**config.mk**
```make
export PLATFORM = sky130hd
export DESIGN_NAME = tspf_framer
export DESIGN_NICKNAME = d
export VERILOG_FILES = /design/src/include/tspf_pkg.sv /design/src/hw/tspf_framer.sv
export SDC_FILE = /design/constraint.sdc
export NUM_CORES = 1
export LEC_CHECK = 0
export ABC_AREA = 1
export BUFFER_PORTS_ARGS = -buffer_cell sky130_fd_sc_hd__buf_2
export CORE_ASPECT_RATIO = 1.5
export CORE_MARGIN = 4
export CORE_UTILIZATION = 50
export DETAILED_ROUTE_END_ITERATION = 6
export PLACE_DENSITY = 0.68
export SKIP_LAST_GASP = 1
export SYNTH_ARGS = -nofsm -noshare
export SYNTH_HDL_FRONTEND = slang
export SYNTH_SLANG_ARGS = --single-unit
```
**constraint.sdc**
```tcl
create_clock -name CLK -period 16.27 [get_ports CLK]
set_input_delay 2.4405 -clock CLK [delete_from_list [all_inputs] [get_ports CLK]]
set_output_delay 2.4405 -clock CLK [all_outputs]
set_load 0.02 [all_outputs]
```
**src/include/tspf_pkg.sv**
```systemverilog
// Package holding the constants, types and register map of the trace sync packet framer.
package tspf_pkg;

    // ------------------------------------------------------------------
    // Packet header codes
    // ------------------------------------------------------------------
    localparam logic [7:0] HDR_ASYNC     = 8'h00;
    localparam logic [7:0] ASYNC_END     = 8'h80;
    localparam logic [7:0] HDR_ISYNC     = 8'h08;
    localparam logic [7:0] HDR_TRIGGER   = 8'h0C;
    localparam logic [7:0] HDR_EXC_RET   = 8'h76;
    localparam logic [7:0] HDR_IGNORE    = 8'h66;
    localparam logic [7:0] HDR_WP_UPDATE = 8'h72;
    localparam logic [7:0] HDR_CTXID     = 8'h6E;
    localparam logic [7:0] HDR_VIRTUAL_MACHINE_ID      = 8'h3C;

    // ------------------------------------------------------------------
    // Counts and reason codes
    // ------------------------------------------------------------------
    localparam logic [2:0] ASYNC_ZERO_COUNT = 3'h5;
    localparam logic [3:0] ISYNC_FIXED_LEN  = 4'h6;
    localparam logic [1:0] REASON_PERIODIC  = 2'h0;
    localparam logic [1:0] REASON_TRACE_ON  = 2'h1;
    localparam logic [1:0] REASON_OVERFLOW  = 2'h2;
    localparam logic [1:0] REASON_DEBUG     = 2'h3;

    // ------------------------------------------------------------------
    // Register map and control fields
    // ------------------------------------------------------------------
    localparam logic [11:0] CTRL_OFFSET   = 12'h000;
    localparam logic [11:0] STATUS_OFFSET = 12'h004;
    localparam logic [11:0] VIRTUAL_MACHINE_ID_OFFSET   = 12'h008;
    localparam int          CTRL_TRACE_EN = 0;
    localparam int          CTRL_HOLD     = 1;
    localparam int          CTRL_CYC_EXACT = 12;
    localparam int          CTRL_CTXID_EN = 13;
    localparam int          CTRL_CTXW_LSB = 14;
    localparam int          CTRL_HALT_DBG = 16;
    localparam int          CTRL_VIRT     = 17;
    localparam logic [31:0] CTRL_RESET    = 32'h0000_0002;
    localparam logic [7:0]  VIRTUAL_MACHINE_ID_RESET    = 8'h00;

    // ------------------------------------------------------------------
    // Types
    // ------------------------------------------------------------------
    typedef struct packed {
        logic [31:0] addr;
        logic        compact_isa;
        logic        alternate_isa_bit;
        logic        nonsecure_bit;
        logic        hyp;
        logic        dbg_exit;
        logic [31:0] ctxid;
    } tspf_wp_t;

    typedef enum logic [2:0] {
        MISC_TRIGGER = 3'h0,
        MISC_EXC_RET = 3'h1,
        MISC_IGNORE  = 3'h2,
        MISC_VIRTUAL_MACHINE_ID    = 3'h3,
        MISC_CTXID   = 3'h4
    } tspf_misc_t;

    typedef enum logic [2:0] {
        ST_IDLE  = 3'b001,
        ST_ASYNC = 3'b010,
        ST_SEND  = 3'b100
    } tspf_state_t;

endpackage : tspf_pkg

```
**src/hw/tspf_framer.sv**
```systemverilog
// Trace sync packet framer: alignment and instruction sync packets onto a byte stream.
// Functional notes
// - Alignment packet is five zero bytes then one byte 0x80.
// - First packet after tracing turns on is an alignment packet; a misc request held in the turn-on cycle goes out first.
// - Clearing the hold bit emits an alignment packet before other output; a misc request held in that cycle goes out first.
// - A periodic sync request also inserts an alignment packet.
// - Instruction sync starts with header 0x08, payload five to fourteen bytes.
// - Header, four address bytes, information byte always come first, in order.
// - Up to five count bytes in cycle-exact nonperiodic packets; continuation bits chain.
// - Context id bytes 0, 1, 2 or 4 by width field, when enabled.
// - State bit is 0 for primary set, 1 for compact sets.
// - Information bits 6:5 carry the reason code.
// - Information bit 3 flags non-secure state.
// - Information bit 2 selects extended compact set, zero in primary set.
// - Information bit 1 flags hypervisor mode only with virtualization enabled.
// - Address choice depends on reason: latest waypoint or last nonperiodic address.
// - Context id bytes belong to the instruction at the packet address.
// - First count after enabling measures cycles since hold bit cleared.
// - Later counts run from the previous count to the named waypoint.
// - Periodic packets carry no count; nonperiodic cycle-exact carry compressed count.
// - Reason priority: debug exit, then overflow recovery, then normal enable.
// - Trigger, exception return and ignore are single header bytes.
// - Context id and machine id packets use their header codes.
// - Cycle-exact tracing is on while control bit 12 is set.
//
// The address map and register access over APB were left to the implementer.
module tspf_framer (
    // Clock and reset
    input  wire logic             CLK,
    input  wire logic             RST,
    // APB register port
    input  wire logic             PSEL,
    input  wire logic             PENABLE,
    input  wire logic             PWRITE,
    input  wire logic [11:0]      PADDR,
    input  wire logic [31:0]      PWDATA,
    output logic      [31:0]      PRDATA,
    output logic                  PREADY,
    output logic                  PSLVERR,
    // Processor waypoint and event inputs
    input  wire logic             WP_VALID,
    input  wire tspf_pkg::tspf_wp_t WP_INFO,
    input  wire logic             PERIODIC_REQ,
    input  wire logic             OVF_RECOVERED,
    // Single-header and short packet requests
    input  wire logic             MISC_REQ,
    input  wire tspf_pkg::tspf_misc_t MISC_KIND,
    output logic                  MISC_ACK,
    // Trace byte stream
    output logic      [7:0]       TRACE_DATA,
    output logic                  TRACE_VALID,
    input  wire logic             TRACE_READY
);

    // ------------------------------------------------------------------
    // Declarations
    // ------------------------------------------------------------------
    logic [31:0]           ctrl;
    logic [7:0]            virtual_machine_id;
    tspf_pkg::tspf_state_t state;
    logic [3:0]            idx;
    logic [3:0]            len;
    logic [7:0]            pkt      [0:14];
    logic [7:0]            next_pkt [0:14];
    logic [3:0]            next_len;
    logic                  trace_on, trace_on_d, hold_d;
    logic                  enable_rise, hold_fall;
    logic                  async_pend, isync_pend, per_pend, ovf_pend, dbg_pend, first_pend;
    logic                  advance, async_done, start_np, start_per, start_misc, pkt_done;
    logic [31:0]           now, base_time, wp_time, cyc_val;
    tspf_pkg::tspf_wp_t    last_wp, last_np, sel_info;
    logic                  wp_since_np;
    logic [1:0]            reason;
    logic                  cyc_exact, ctx_en;

    // Maps a byte address to a register slot; zero means unmapped.
    function automatic logic [1:0] reg_slot(input logic [11:0] a);
        if (a == tspf_pkg::CTRL_OFFSET) begin
            reg_slot = 2'h1;
        end else if (a == tspf_pkg::STATUS_OFFSET) begin
            reg_slot = 2'h2;
        end else if (a == tspf_pkg::VIRTUAL_MACHINE_ID_OFFSET) begin
            reg_slot = 2'h3;
        end else begin
            reg_slot = 2'h0;
        end
    endfunction : reg_slot

    // Number of context id bytes selected by the width field.
    function automatic logic [3:0] ctx_bytes(input logic [1:0] w);
        case (w)
            2'h0:    ctx_bytes = 4'h0;
            2'h1:    ctx_bytes = 4'h1;
            2'h2:    ctx_bytes = 4'h2;
            default: ctx_bytes = 4'h4;
        endcase
    endfunction : ctx_bytes

    // ------------------------------------------------------------------
    // APB slave
    // ------------------------------------------------------------------
    // Zero wait states; unmapped addresses answer with an error.
    assign PREADY  = 1'b1;
    assign PSLVERR = PSEL & PENABLE & (reg_slot(PADDR) == 2'h0);

    // Control and machine id registers take writes in the access phase.
    always_ff @(posedge CLK or posedge RST) begin
        if (RST) begin
            ctrl <= tspf_pkg::CTRL_RESET;
            virtual_machine_id <= tspf_pkg::VIRTUAL_MACHINE_ID_RESET;
        end else if (PSEL & PENABLE & PWRITE) begin
            if (reg_slot(PADDR) == 2'h1) begin
                ctrl <= PWDATA;
            end else if (reg_slot(PADDR) == 2'h3) begin
                virtual_machine_id <= PWDATA[7:0];
            end
        end
    end

    // Read data is captured in the setup phase so it leaves a flip-flop.
    always_ff @(posedge CLK or posedge RST) begin
        if (RST) begin
            PRDATA <= 32'h0000_0000;
        end else if (PSEL & ~PENABLE & ~PWRITE) begin
            case (reg_slot(PADDR))
                2'h1:    PRDATA <= ctrl;
                2'h2:    PRDATA <= {26'h0000000, first_pend, per_pend, isync_pend,
                                    async_pend, (state != tspf_pkg::ST_IDLE), trace_on};
                2'h3:    PRDATA <= {24'h000000, virtual_machine_id};
                default: PRDATA <= 32'h0000_0000;
            endcase
        end
    end

    // ------------------------------------------------------------------
    // Enable tracking and event detection
    // ------------------------------------------------------------------
    assign trace_on    = ctrl[tspf_pkg::CTRL_TRACE_EN] & ~ctrl[tspf_pkg::CTRL_HOLD];
    assign cyc_exact   = ctrl[tspf_pkg::CTRL_CYC_EXACT];
    assign ctx_en      = ctrl[tspf_pkg::CTRL_CTXID_EN];
    assign enable_rise = trace_on & ~trace_on_d;
    assign hold_fall   = hold_d & ~ctrl[tspf_pkg::CTRL_HOLD];

    // Delayed copies feed the edge detectors above.
    always_ff @(posedge CLK or posedge RST) begin
        if (RST) begin
            trace_on_d <= 1'b0;
            hold_d     <= 1'b1;
        end else begin
            trace_on_d <= trace_on;
            hold_d     <= ctrl[tspf_pkg::CTRL_HOLD];
        end
    end

    // ------------------------------------------------------------------
    // Pending packet flags
    // ------------------------------------------------------------------
    // Each set term wins over a clear in the same cycle, so no request is lost.
    // Turning tracing off drops whatever is still waiting.
    always_ff @(posedge CLK or posedge RST) begin
        if (RST) begin
            async_pend <= 1'b0;
            isync_pend <= 1'b0;
            per_pend   <= 1'b0;
            ovf_pend   <= 1'b0;
            dbg_pend   <= 1'b0;
        end else begin
            async_pend <= enable_rise | hold_fall
                        | (PERIODIC_REQ & trace_on)
                        | (async_pend & ~async_done & trace_on);
            isync_pend <= enable_rise | (OVF_RECOVERED & trace_on)
                        | (WP_VALID & WP_INFO.dbg_exit & trace_on)
                        | (isync_pend & ~start_np & trace_on);
            per_pend   <= (PERIODIC_REQ & trace_on)
                        | (per_pend & ~start_np & ~start_per & trace_on);
            ovf_pend   <= (OVF_RECOVERED & trace_on) | (ovf_pend & ~start_np & trace_on);
            dbg_pend   <= (WP_VALID & WP_INFO.dbg_exit & trace_on)
                        | (dbg_pend & ~start_np & trace_on);
        end
    end

    // Nonperiodic reason by fixed priority.
    always_comb begin
        if (dbg_pend & ctrl[tspf_pkg::CTRL_HALT_DBG]) begin
            reason = tspf_pkg::REASON_DEBUG;
        end else if (ovf_pend) begin
            reason = tspf_pkg::REASON_OVERFLOW;
        end else if (isync_pend) begin
            reason = tspf_pkg::REASON_TRACE_ON;
        end else begin
            reason = tspf_pkg::REASON_PERIODIC;
        end
    end

    // ------------------------------------------------------------------
    // Waypoint tracking
    // ------------------------------------------------------------------
    // Waypoints are followed even while tracing is off, so that the first
    // packet after enabling names the most recent one.
    always_ff @(posedge CLK or posedge RST) begin
        if (RST) begin
            last_wp     <= '0;
            last_np     <= '0;
            wp_time     <= 32'h0000_0000;
            wp_since_np <= 1'b0;
        end else begin
            if (WP_VALID) begin
                last_wp <= WP_INFO;
                wp_time <= now;
            end
            if (start_np) begin
                last_np <= sel_info;
            end
            wp_since_np <= WP_VALID | (wp_since_np & ~start_np);
        end
    end

    // Periodic packets fall back to the last nonperiodic address when no waypoint has come since that packet.
    assign sel_info = (reason == tspf_pkg::REASON_PERIODIC && !wp_since_np)
                    ? last_np : last_wp;

    // ------------------------------------------------------------------
    // Cycle counting
    // ------------------------------------------------------------------
    // A free-running time base; counts are differences, so wrap is harmless.
    // The first count measures up to packet start, later ones up to the waypoint.
    assign cyc_val = first_pend ? (now - base_time)
                                : (wp_time - base_time);

    always_ff @(posedge CLK or posedge RST) begin
        if (RST) begin
            now        <= 32'h0000_0000;
            base_time  <= 32'h0000_0000;
            first_pend <= 1'b0;
        end else begin
            now <= now + 32'h0000_0001;
            if (hold_fall) begin
                base_time <= now;
            end else if (start_np & cyc_exact) begin
                base_time <= first_pend ? now : wp_time;
            end
            first_pend <= hold_fall | (first_pend & ~start_np);
        end
    end

    // ------------------------------------------------------------------
    // Packet composition
    // ------------------------------------------------------------------
    assign start_np   = (state == tspf_pkg::ST_IDLE) & trace_on & ~async_pend & isync_pend;
    assign start_per  = (state == tspf_pkg::ST_IDLE) & trace_on & ~async_pend & ~isync_pend
                      & per_pend;
    assign start_misc = (state == tspf_pkg::ST_IDLE) & trace_on & ~async_pend & ~isync_pend
                      & ~per_pend & MISC_REQ;
    assign MISC_ACK   = start_misc;

    // Builds the packet into a staging array; the byte engine shifts it out.
    always_comb begin
        logic [31:0] rest;
        logic [3:0]  ncc;
        logic [3:0]  nctx;
        logic [3:0]  p;
        rest = 32'h0000_0000;
        ncc  = 4'h0;
        nctx = 4'h0;
        p    = 4'h0;
        for (int i = 0; i < 15; i++) begin
            next_pkt[i] = 8'h00;
        end
        if (start_misc) begin
            case (MISC_KIND)
                tspf_pkg::MISC_TRIGGER: next_pkt[0] = tspf_pkg::HDR_TRIGGER;
                tspf_pkg::MISC_EXC_RET: next_pkt[0] = tspf_pkg::HDR_EXC_RET;
                tspf_pkg::MISC_VIRTUAL_MACHINE_ID:    next_pkt[0] = tspf_pkg::HDR_VIRTUAL_MACHINE_ID;
                tspf_pkg::MISC_CTXID:   next_pkt[0] = tspf_pkg::HDR_CTXID;
                default:                next_pkt[0] = tspf_pkg::HDR_IGNORE;
            endcase
            next_pkt[1] = virtual_machine_id;
            nctx        = (ctx_bytes(ctrl[tspf_pkg::CTRL_CTXW_LSB +: 2]) == 4'h0)
                        ? 4'h4 : ctx_bytes(ctrl[tspf_pkg::CTRL_CTXW_LSB +: 2]);
            for (int i = 0; i < 4; i++) begin
                next_pkt[1 + i] = (MISC_KIND == tspf_pkg::MISC_CTXID)
                                ? last_wp.ctxid[8 * i +: 8] : next_pkt[1 + i];
            end
            if (MISC_KIND == tspf_pkg::MISC_VIRTUAL_MACHINE_ID) begin
                next_len = 4'h2;
            end else if (MISC_KIND == tspf_pkg::MISC_CTXID) begin
                next_len = nctx + 4'h1;
            end else begin
                next_len = 4'h1;
            end
        end else begin
            next_pkt[0] = tspf_pkg::HDR_ISYNC;
            next_pkt[1] = {sel_info.addr[7:1], sel_info.compact_isa};
            next_pkt[2] = sel_info.addr[15:8];
            next_pkt[3] = sel_info.addr[23:16];
            next_pkt[4] = sel_info.addr[31:24];
            next_pkt[5] = {1'b0, reason, 1'b0,
                           sel_info.nonsecure_bit,
                           sel_info.compact_isa & sel_info.alternate_isa_bit,
                           sel_info.hyp & ctrl[tspf_pkg::CTRL_VIRT],
                           1'b1};
            p = tspf_pkg::ISYNC_FIXED_LEN;
            // Leading-zero compression: only the bytes needed for the value.
            if (cyc_exact && start_np) begin
                if (cyc_val < 32'h0000_0010) begin
                    ncc = 4'h1;
                end else if (cyc_val < 32'h0000_0800) begin
                    ncc = 4'h2;
                end else if (cyc_val < 32'h0004_0000) begin
                    ncc = 4'h3;
                end else if (cyc_val < 32'h0200_0000) begin
                    ncc = 4'h4;
                end else begin
                    ncc = 4'h5;
                end
                next_pkt[p] = {1'b0, (ncc > 4'h1), cyc_val[3:0], 2'b00};
                rest        = cyc_val >> 4;
                for (int i = 1; i < 5; i++) begin
                    if (4'(i) < ncc) begin
                        next_pkt[p + 4'(i)] = {(4'(i + 1) < ncc), rest[6:0]};
                    end
                    rest = rest >> 7;
                end
                p = p + ncc;
            end
            if (ctx_en) begin
                nctx = ctx_bytes(ctrl[tspf_pkg::CTRL_CTXW_LSB +: 2]);
                for (int i = 0; i < 4; i++) begin
                    if (4'(i) < nctx) begin
                        next_pkt[p + 4'(i)] = sel_info.ctxid[8 * i +: 8];
                    end
                end
            end
            next_len = p + nctx;
        end
    end

    // ------------------------------------------------------------------
    // Byte engine
    // ------------------------------------------------------------------
    assign advance    = ~TRACE_VALID | TRACE_READY;
    assign async_done = (state == tspf_pkg::ST_ASYNC) & advance
                      & (idx == {1'b0, tspf_pkg::ASYNC_ZERO_COUNT});
    assign pkt_done   = (state == tspf_pkg::ST_SEND) & advance & (idx == len - 4'h1);

    // The alignment packet runs before a waiting sync or misc packet, except a misc request already held in the cycle tracing turns on or a periodic request arrives.
    always_ff @(posedge CLK or posedge RST) begin
        if (RST) begin
            state <= tspf_pkg::ST_IDLE;
            idx   <= 4'h0;
            len   <= 4'h0;
        end else begin
            case (state)
                tspf_pkg::ST_IDLE: begin
                    idx <= 4'h0;
                    if (trace_on & async_pend) begin
                        state <= tspf_pkg::ST_ASYNC;
                    end else if (start_np | start_per | start_misc) begin
                        state <= tspf_pkg::ST_SEND;
                        len   <= next_len;
                    end
                end
                tspf_pkg::ST_ASYNC: begin
                    if (async_done) begin
                        state <= tspf_pkg::ST_IDLE;
                    end else if (advance) begin
                        idx <= idx + 4'h1;
                    end
                end
                tspf_pkg::ST_SEND: begin
                    if (pkt_done) begin
                        state <= tspf_pkg::ST_IDLE;
                    end else if (advance) begin
                        idx <= idx + 4'h1;
                    end
                end
                default: state <= tspf_pkg::ST_IDLE;
            endcase
        end
    end

    // Staging array is frozen for the whole packet.
    always_ff @(posedge CLK or posedge RST) begin
        if (RST) begin
            for (int i = 0; i < 15; i++) begin
                pkt[i] <= 8'h00;
            end
        end else if (start_np | start_per | start_misc) begin
            for (int i = 0; i < 15; i++) begin
                pkt[i] <= next_pkt[i];
            end
        end
    end

    // Output byte register; a stalled byte holds until the sink takes it.
    always_ff @(posedge CLK or posedge RST) begin
        if (RST) begin
            TRACE_DATA  <= 8'h00;
            TRACE_VALID <= 1'b0;
        end else if (advance) begin
            if (state == tspf_pkg::ST_ASYNC) begin
                TRACE_VALID <= 1'b1;
                TRACE_DATA  <= (idx == {1'b0, tspf_pkg::ASYNC_ZERO_COUNT})
                             ? tspf_pkg::ASYNC_END : tspf_pkg::HDR_ASYNC;
            end else if (state == tspf_pkg::ST_SEND) begin
                TRACE_VALID <= 1'b1;
                TRACE_DATA  <= pkt[idx];
            end else begin
                TRACE_VALID <= 1'b0;
            end
        end
    end

endmodule : tspf_framer

```
==> metrics.txt <==
total number of vias approximately 27000; Core Region 0.05492 mm^2; Post-Syn Nets approximately 4200; Routed WL 100.8 mm; Resize count post-CTS 0; initial antenna violation count 6; Area Growth Syn to Fin 10.86%; hold_sp ctrl[1]$_DFFE_PP1P_; Hold Path Class register to register; reg2reg start first_pend$_DFF_PP0_; Routed Antenna Nets 0; Seq/Total Area, Yosys roughly two fifths; flop2flop setup slack between 10 and 15 ns; Period minus WS final between 6 and 7 ns; clock sink count around 450; WS Path Type input port to output port; Worst path max stage delay 0.40 ns; worst clock skew 0.03309 ns; CTS tree done; Leak Pwr between 15 and 20 nW; drt initial violations ~2400; CTS clk-pin slew, worst paths around 0.06 ns; TritonRoute pass-1 iters 6; RSZ-0062 raised after global routing no; outcome finished, final reports clean; post-synthesis async set-or-reset flop share 100.0%; CP max-delay cell inv_1; number of flops mapped to enable cells by yosys 0; Clock Tree Buf Depth 3; Final Hold Viols 0; GPL Wtd Cong about 1.1; Residual DRC 0; setup_tns 0 ns; number of setup buffers added after CTS 0; Synth Flop Type dfrtp_1; startpoint types input port; largest net degree at the start of global routing 133; power per cell area ~83 mW/mm^2; depth of the worst register-to-register path 27; Total GRT Usage 32.76%; clk_lat worst skew 0.62 ns; reg-to-reg endpoint pkt[62]$_DFFE_PP0P_; Die H slightly below 300 um; total net switching power 0.0007186 W; f_max 161.7 MHz; Internal Power around 0.0018 W; clock power share a little over two fifths; routed vias/inst between 5 and 6; worst-path maximum fanout 12; grt ovf 0; count of final max-slew check failures 0; H-Tree Depth 2; final setup fails 0; Initial Utilization between 50% and 60%; cell total after placement 4760; post-cts hold buffer count 0; NumNets Final 4285; IO Count 170; Cell Area, Synth 0.02789 mm^2; required time worst endpoint between 10 and 15 ns; Num CTS Buffers 46; share of cells above drive strength 1 a little over a tenth; Final HPWL DP around 74 mm; Hold Crit Depth 0; cells along the critical path buf_2 > inv_1 > nor2_1 > nand2_1 > inv_1 > buf_2; register share of total power 45.0%; I/O Buffers between 150 and 200; Critical Path AT between 3 and 4 ns; sw frac roughly 28%; Gate power share a little under an eighth; max_cap viols 0; Layout Cells excl Fill 4848; CTS root buf clkbuf_16; Worst Tran Pin Value between 1 and 1.5 ns; first-pass GRT wire length about 150 mm; synth warn 0; FP Rows approximately 110; Avg Cell Area, Syn 6.940 um^2; vias in the first global route 26184; post-synthesis cell count ~4000; Die X 200.8 um; Peak VDD IR just under 80 uV; relative slew slack around a fifth; hold worst-path end hold_d$_DFF_PP1_; Wirelength per Cell 20.79 um; period utilization 38.00%; CP Capture Type output port; #FFs+latches synth 451; Distinct cells, synth between 50 and 60; Die ar. ~0.060 mm^2
[worst max-delay path: cells and delay by family]
family                 cells  cell delay (ns)
and+or+nand+nor            2             0.44
buffers and inverters      4             0.86
[cell usage after synthesis (10+ instances only)]
cell         n  area share, %
nor2_1     223            3.0
nand4_1     31           0.70
o221ai_1    27           0.85
buf_2       12           0.22
o211ai_1    63            1.7
o22ai_1     13           0.29
mux2_2      20           0.81
inv_2       16           0.22
nand2_1   1333             18
clkbuf_1   152            2.0
or2_2       22           0.49
nand3_1    222            4.0
nor4_1      10           0.22
a22oi_1     32           0.86
inv_1      459            6.2
dfrtp_1    448             40
o21ai_0    506            9.1
nand3_2     10           0.36
o21ai_1     42           0.75
ha_1        44            2.0
xor2_1      37            1.2
nor3_1      29           0.52
nand2_2     18           0.40
nor2_2      25           0.56
a21oi_1    126            2.3
[final cells by class]
cell class | count | area, um^2
tap | 695 | 869.6
clock buffer | 65 | 1292
antenna | 4 | 10.01
inverter | 478 | 1804
fill | 5462 | 24000
clock inverter | 19 | 247.7
sequential | 451 | 11290
timing repair buffer | 227 | 1301
multi-input combinational | 2909 | 14100
[stage by stage]
| stage | total power (W) | instance area (um^2) | utilization, % | hold WS [ns] | setup slack, ns |
|---|---|---|---|---|---|
| 2_1_floorplan | 0.001344 | 27890 | - | 0.3674 | 1.264 |
| 3_3_place_gp | 0.001469 | 29370 | 53.48 | 0.3788 | 10.12 |
| 3_5_place_dp | 0.001472 | 29370 | 53.48 | 0.3780 | 10.10 |
| 4_1_cts | 0.002578 | 30910 | 56.29 | 0.3870 | 10.09 |
| 5_1_grt | 0.002655 | 30910 | 56.29 | 0.3911 | 10.02 |
| 6_report | 0.002565 | 30920 | 56.30 | 0.3869 | 10.09 |
[kinds of logic (layout without fill, tap and decap cells)]
| family | after synthesis | count (layout) | share of synthesized area (%) |
|---|---|---|---|
| xor+xnor | 42 | 42 | 1.319 |
| mux | 20 | 20 | 0.8075 |
| compound gates | 848 | 848 | 16.94 |
| other cells | 1 | 5 | 0.01345 |
| buf+inv | 659 | 789 | 9.102 |
| flops | 451 | 451 | 40.48 |
| fa+ha+maj | 46 | 46 | 2.117 |
| simple gates | 1952 | 1952 | 29.23 |
[metal layers]
layer	vias up	share of wire (%)	track usage, %
met5	-	0.034	0
met4	4	8.5	22.34
met3	395	7.3	5.540
met2	1131	46	53.33
met1	12685	38	39.83
li1	13201	-	-
[cells in the final DEF (no fill, tap or decap), drive strengths merged, types with 15 or more instances in the layout]
master,n
nor3,30
o221ai,27
o21ai,548
o211ai,64
mux2,20
inv,476
ha,44
a21oi,127
nand4,31
nand2,1357
clkbuf,65
or2,22
a22oi,32
xor2,37
nor2,257
dfrtp,448
clkinv,15
buf,227
nand3,233
[power groups by stage]
stage | clock network [W] | logic, W | registers [W]
4_1_cts | 0.00113 | 0.000298 | 0.00115
3_5_place_dp | 0 | 0.000297 | 0.00118
6_report | 0.00111 | 0.000304 | 0.00115
2_1_floorplan | 0 | 0.000173 | 0.00117
3_3_place_gp | 0 | 0.000295 | 0.00117
5_1_grt | 0.00117 | 0.000330 | 0.00116
[sequential cells by signal, summed over array words and instances, names as in the netlist, 3 cells and up]
signal,flops
PRDATA,32
TRACE_DATA,8
base_time,32
ctrl,32
idx,4
last_np,67
last_wp,67
len,4
now,32
pkt,120
state,3
virtual_machine_id,8
wp_time,32
[worst max-delay path by stage]
| stage | startpoint | endpoint | depth (start not counted) |
|---|---|---|---|
| floorplan | RST | PRDATA[0]$_DFFE_PP0P_ | 1 |
| global placement | MISC_REQ | MISC_ACK | 6 |
| detailed placement | MISC_REQ | MISC_ACK | 6 |
| CTS | MISC_REQ | MISC_ACK | 6 |
| global route | MISC_REQ | MISC_ACK | 6 |
| finish | MISC_REQ | MISC_ACK | 6 |
No activity file was read; power rests on OpenSTA's default activity.
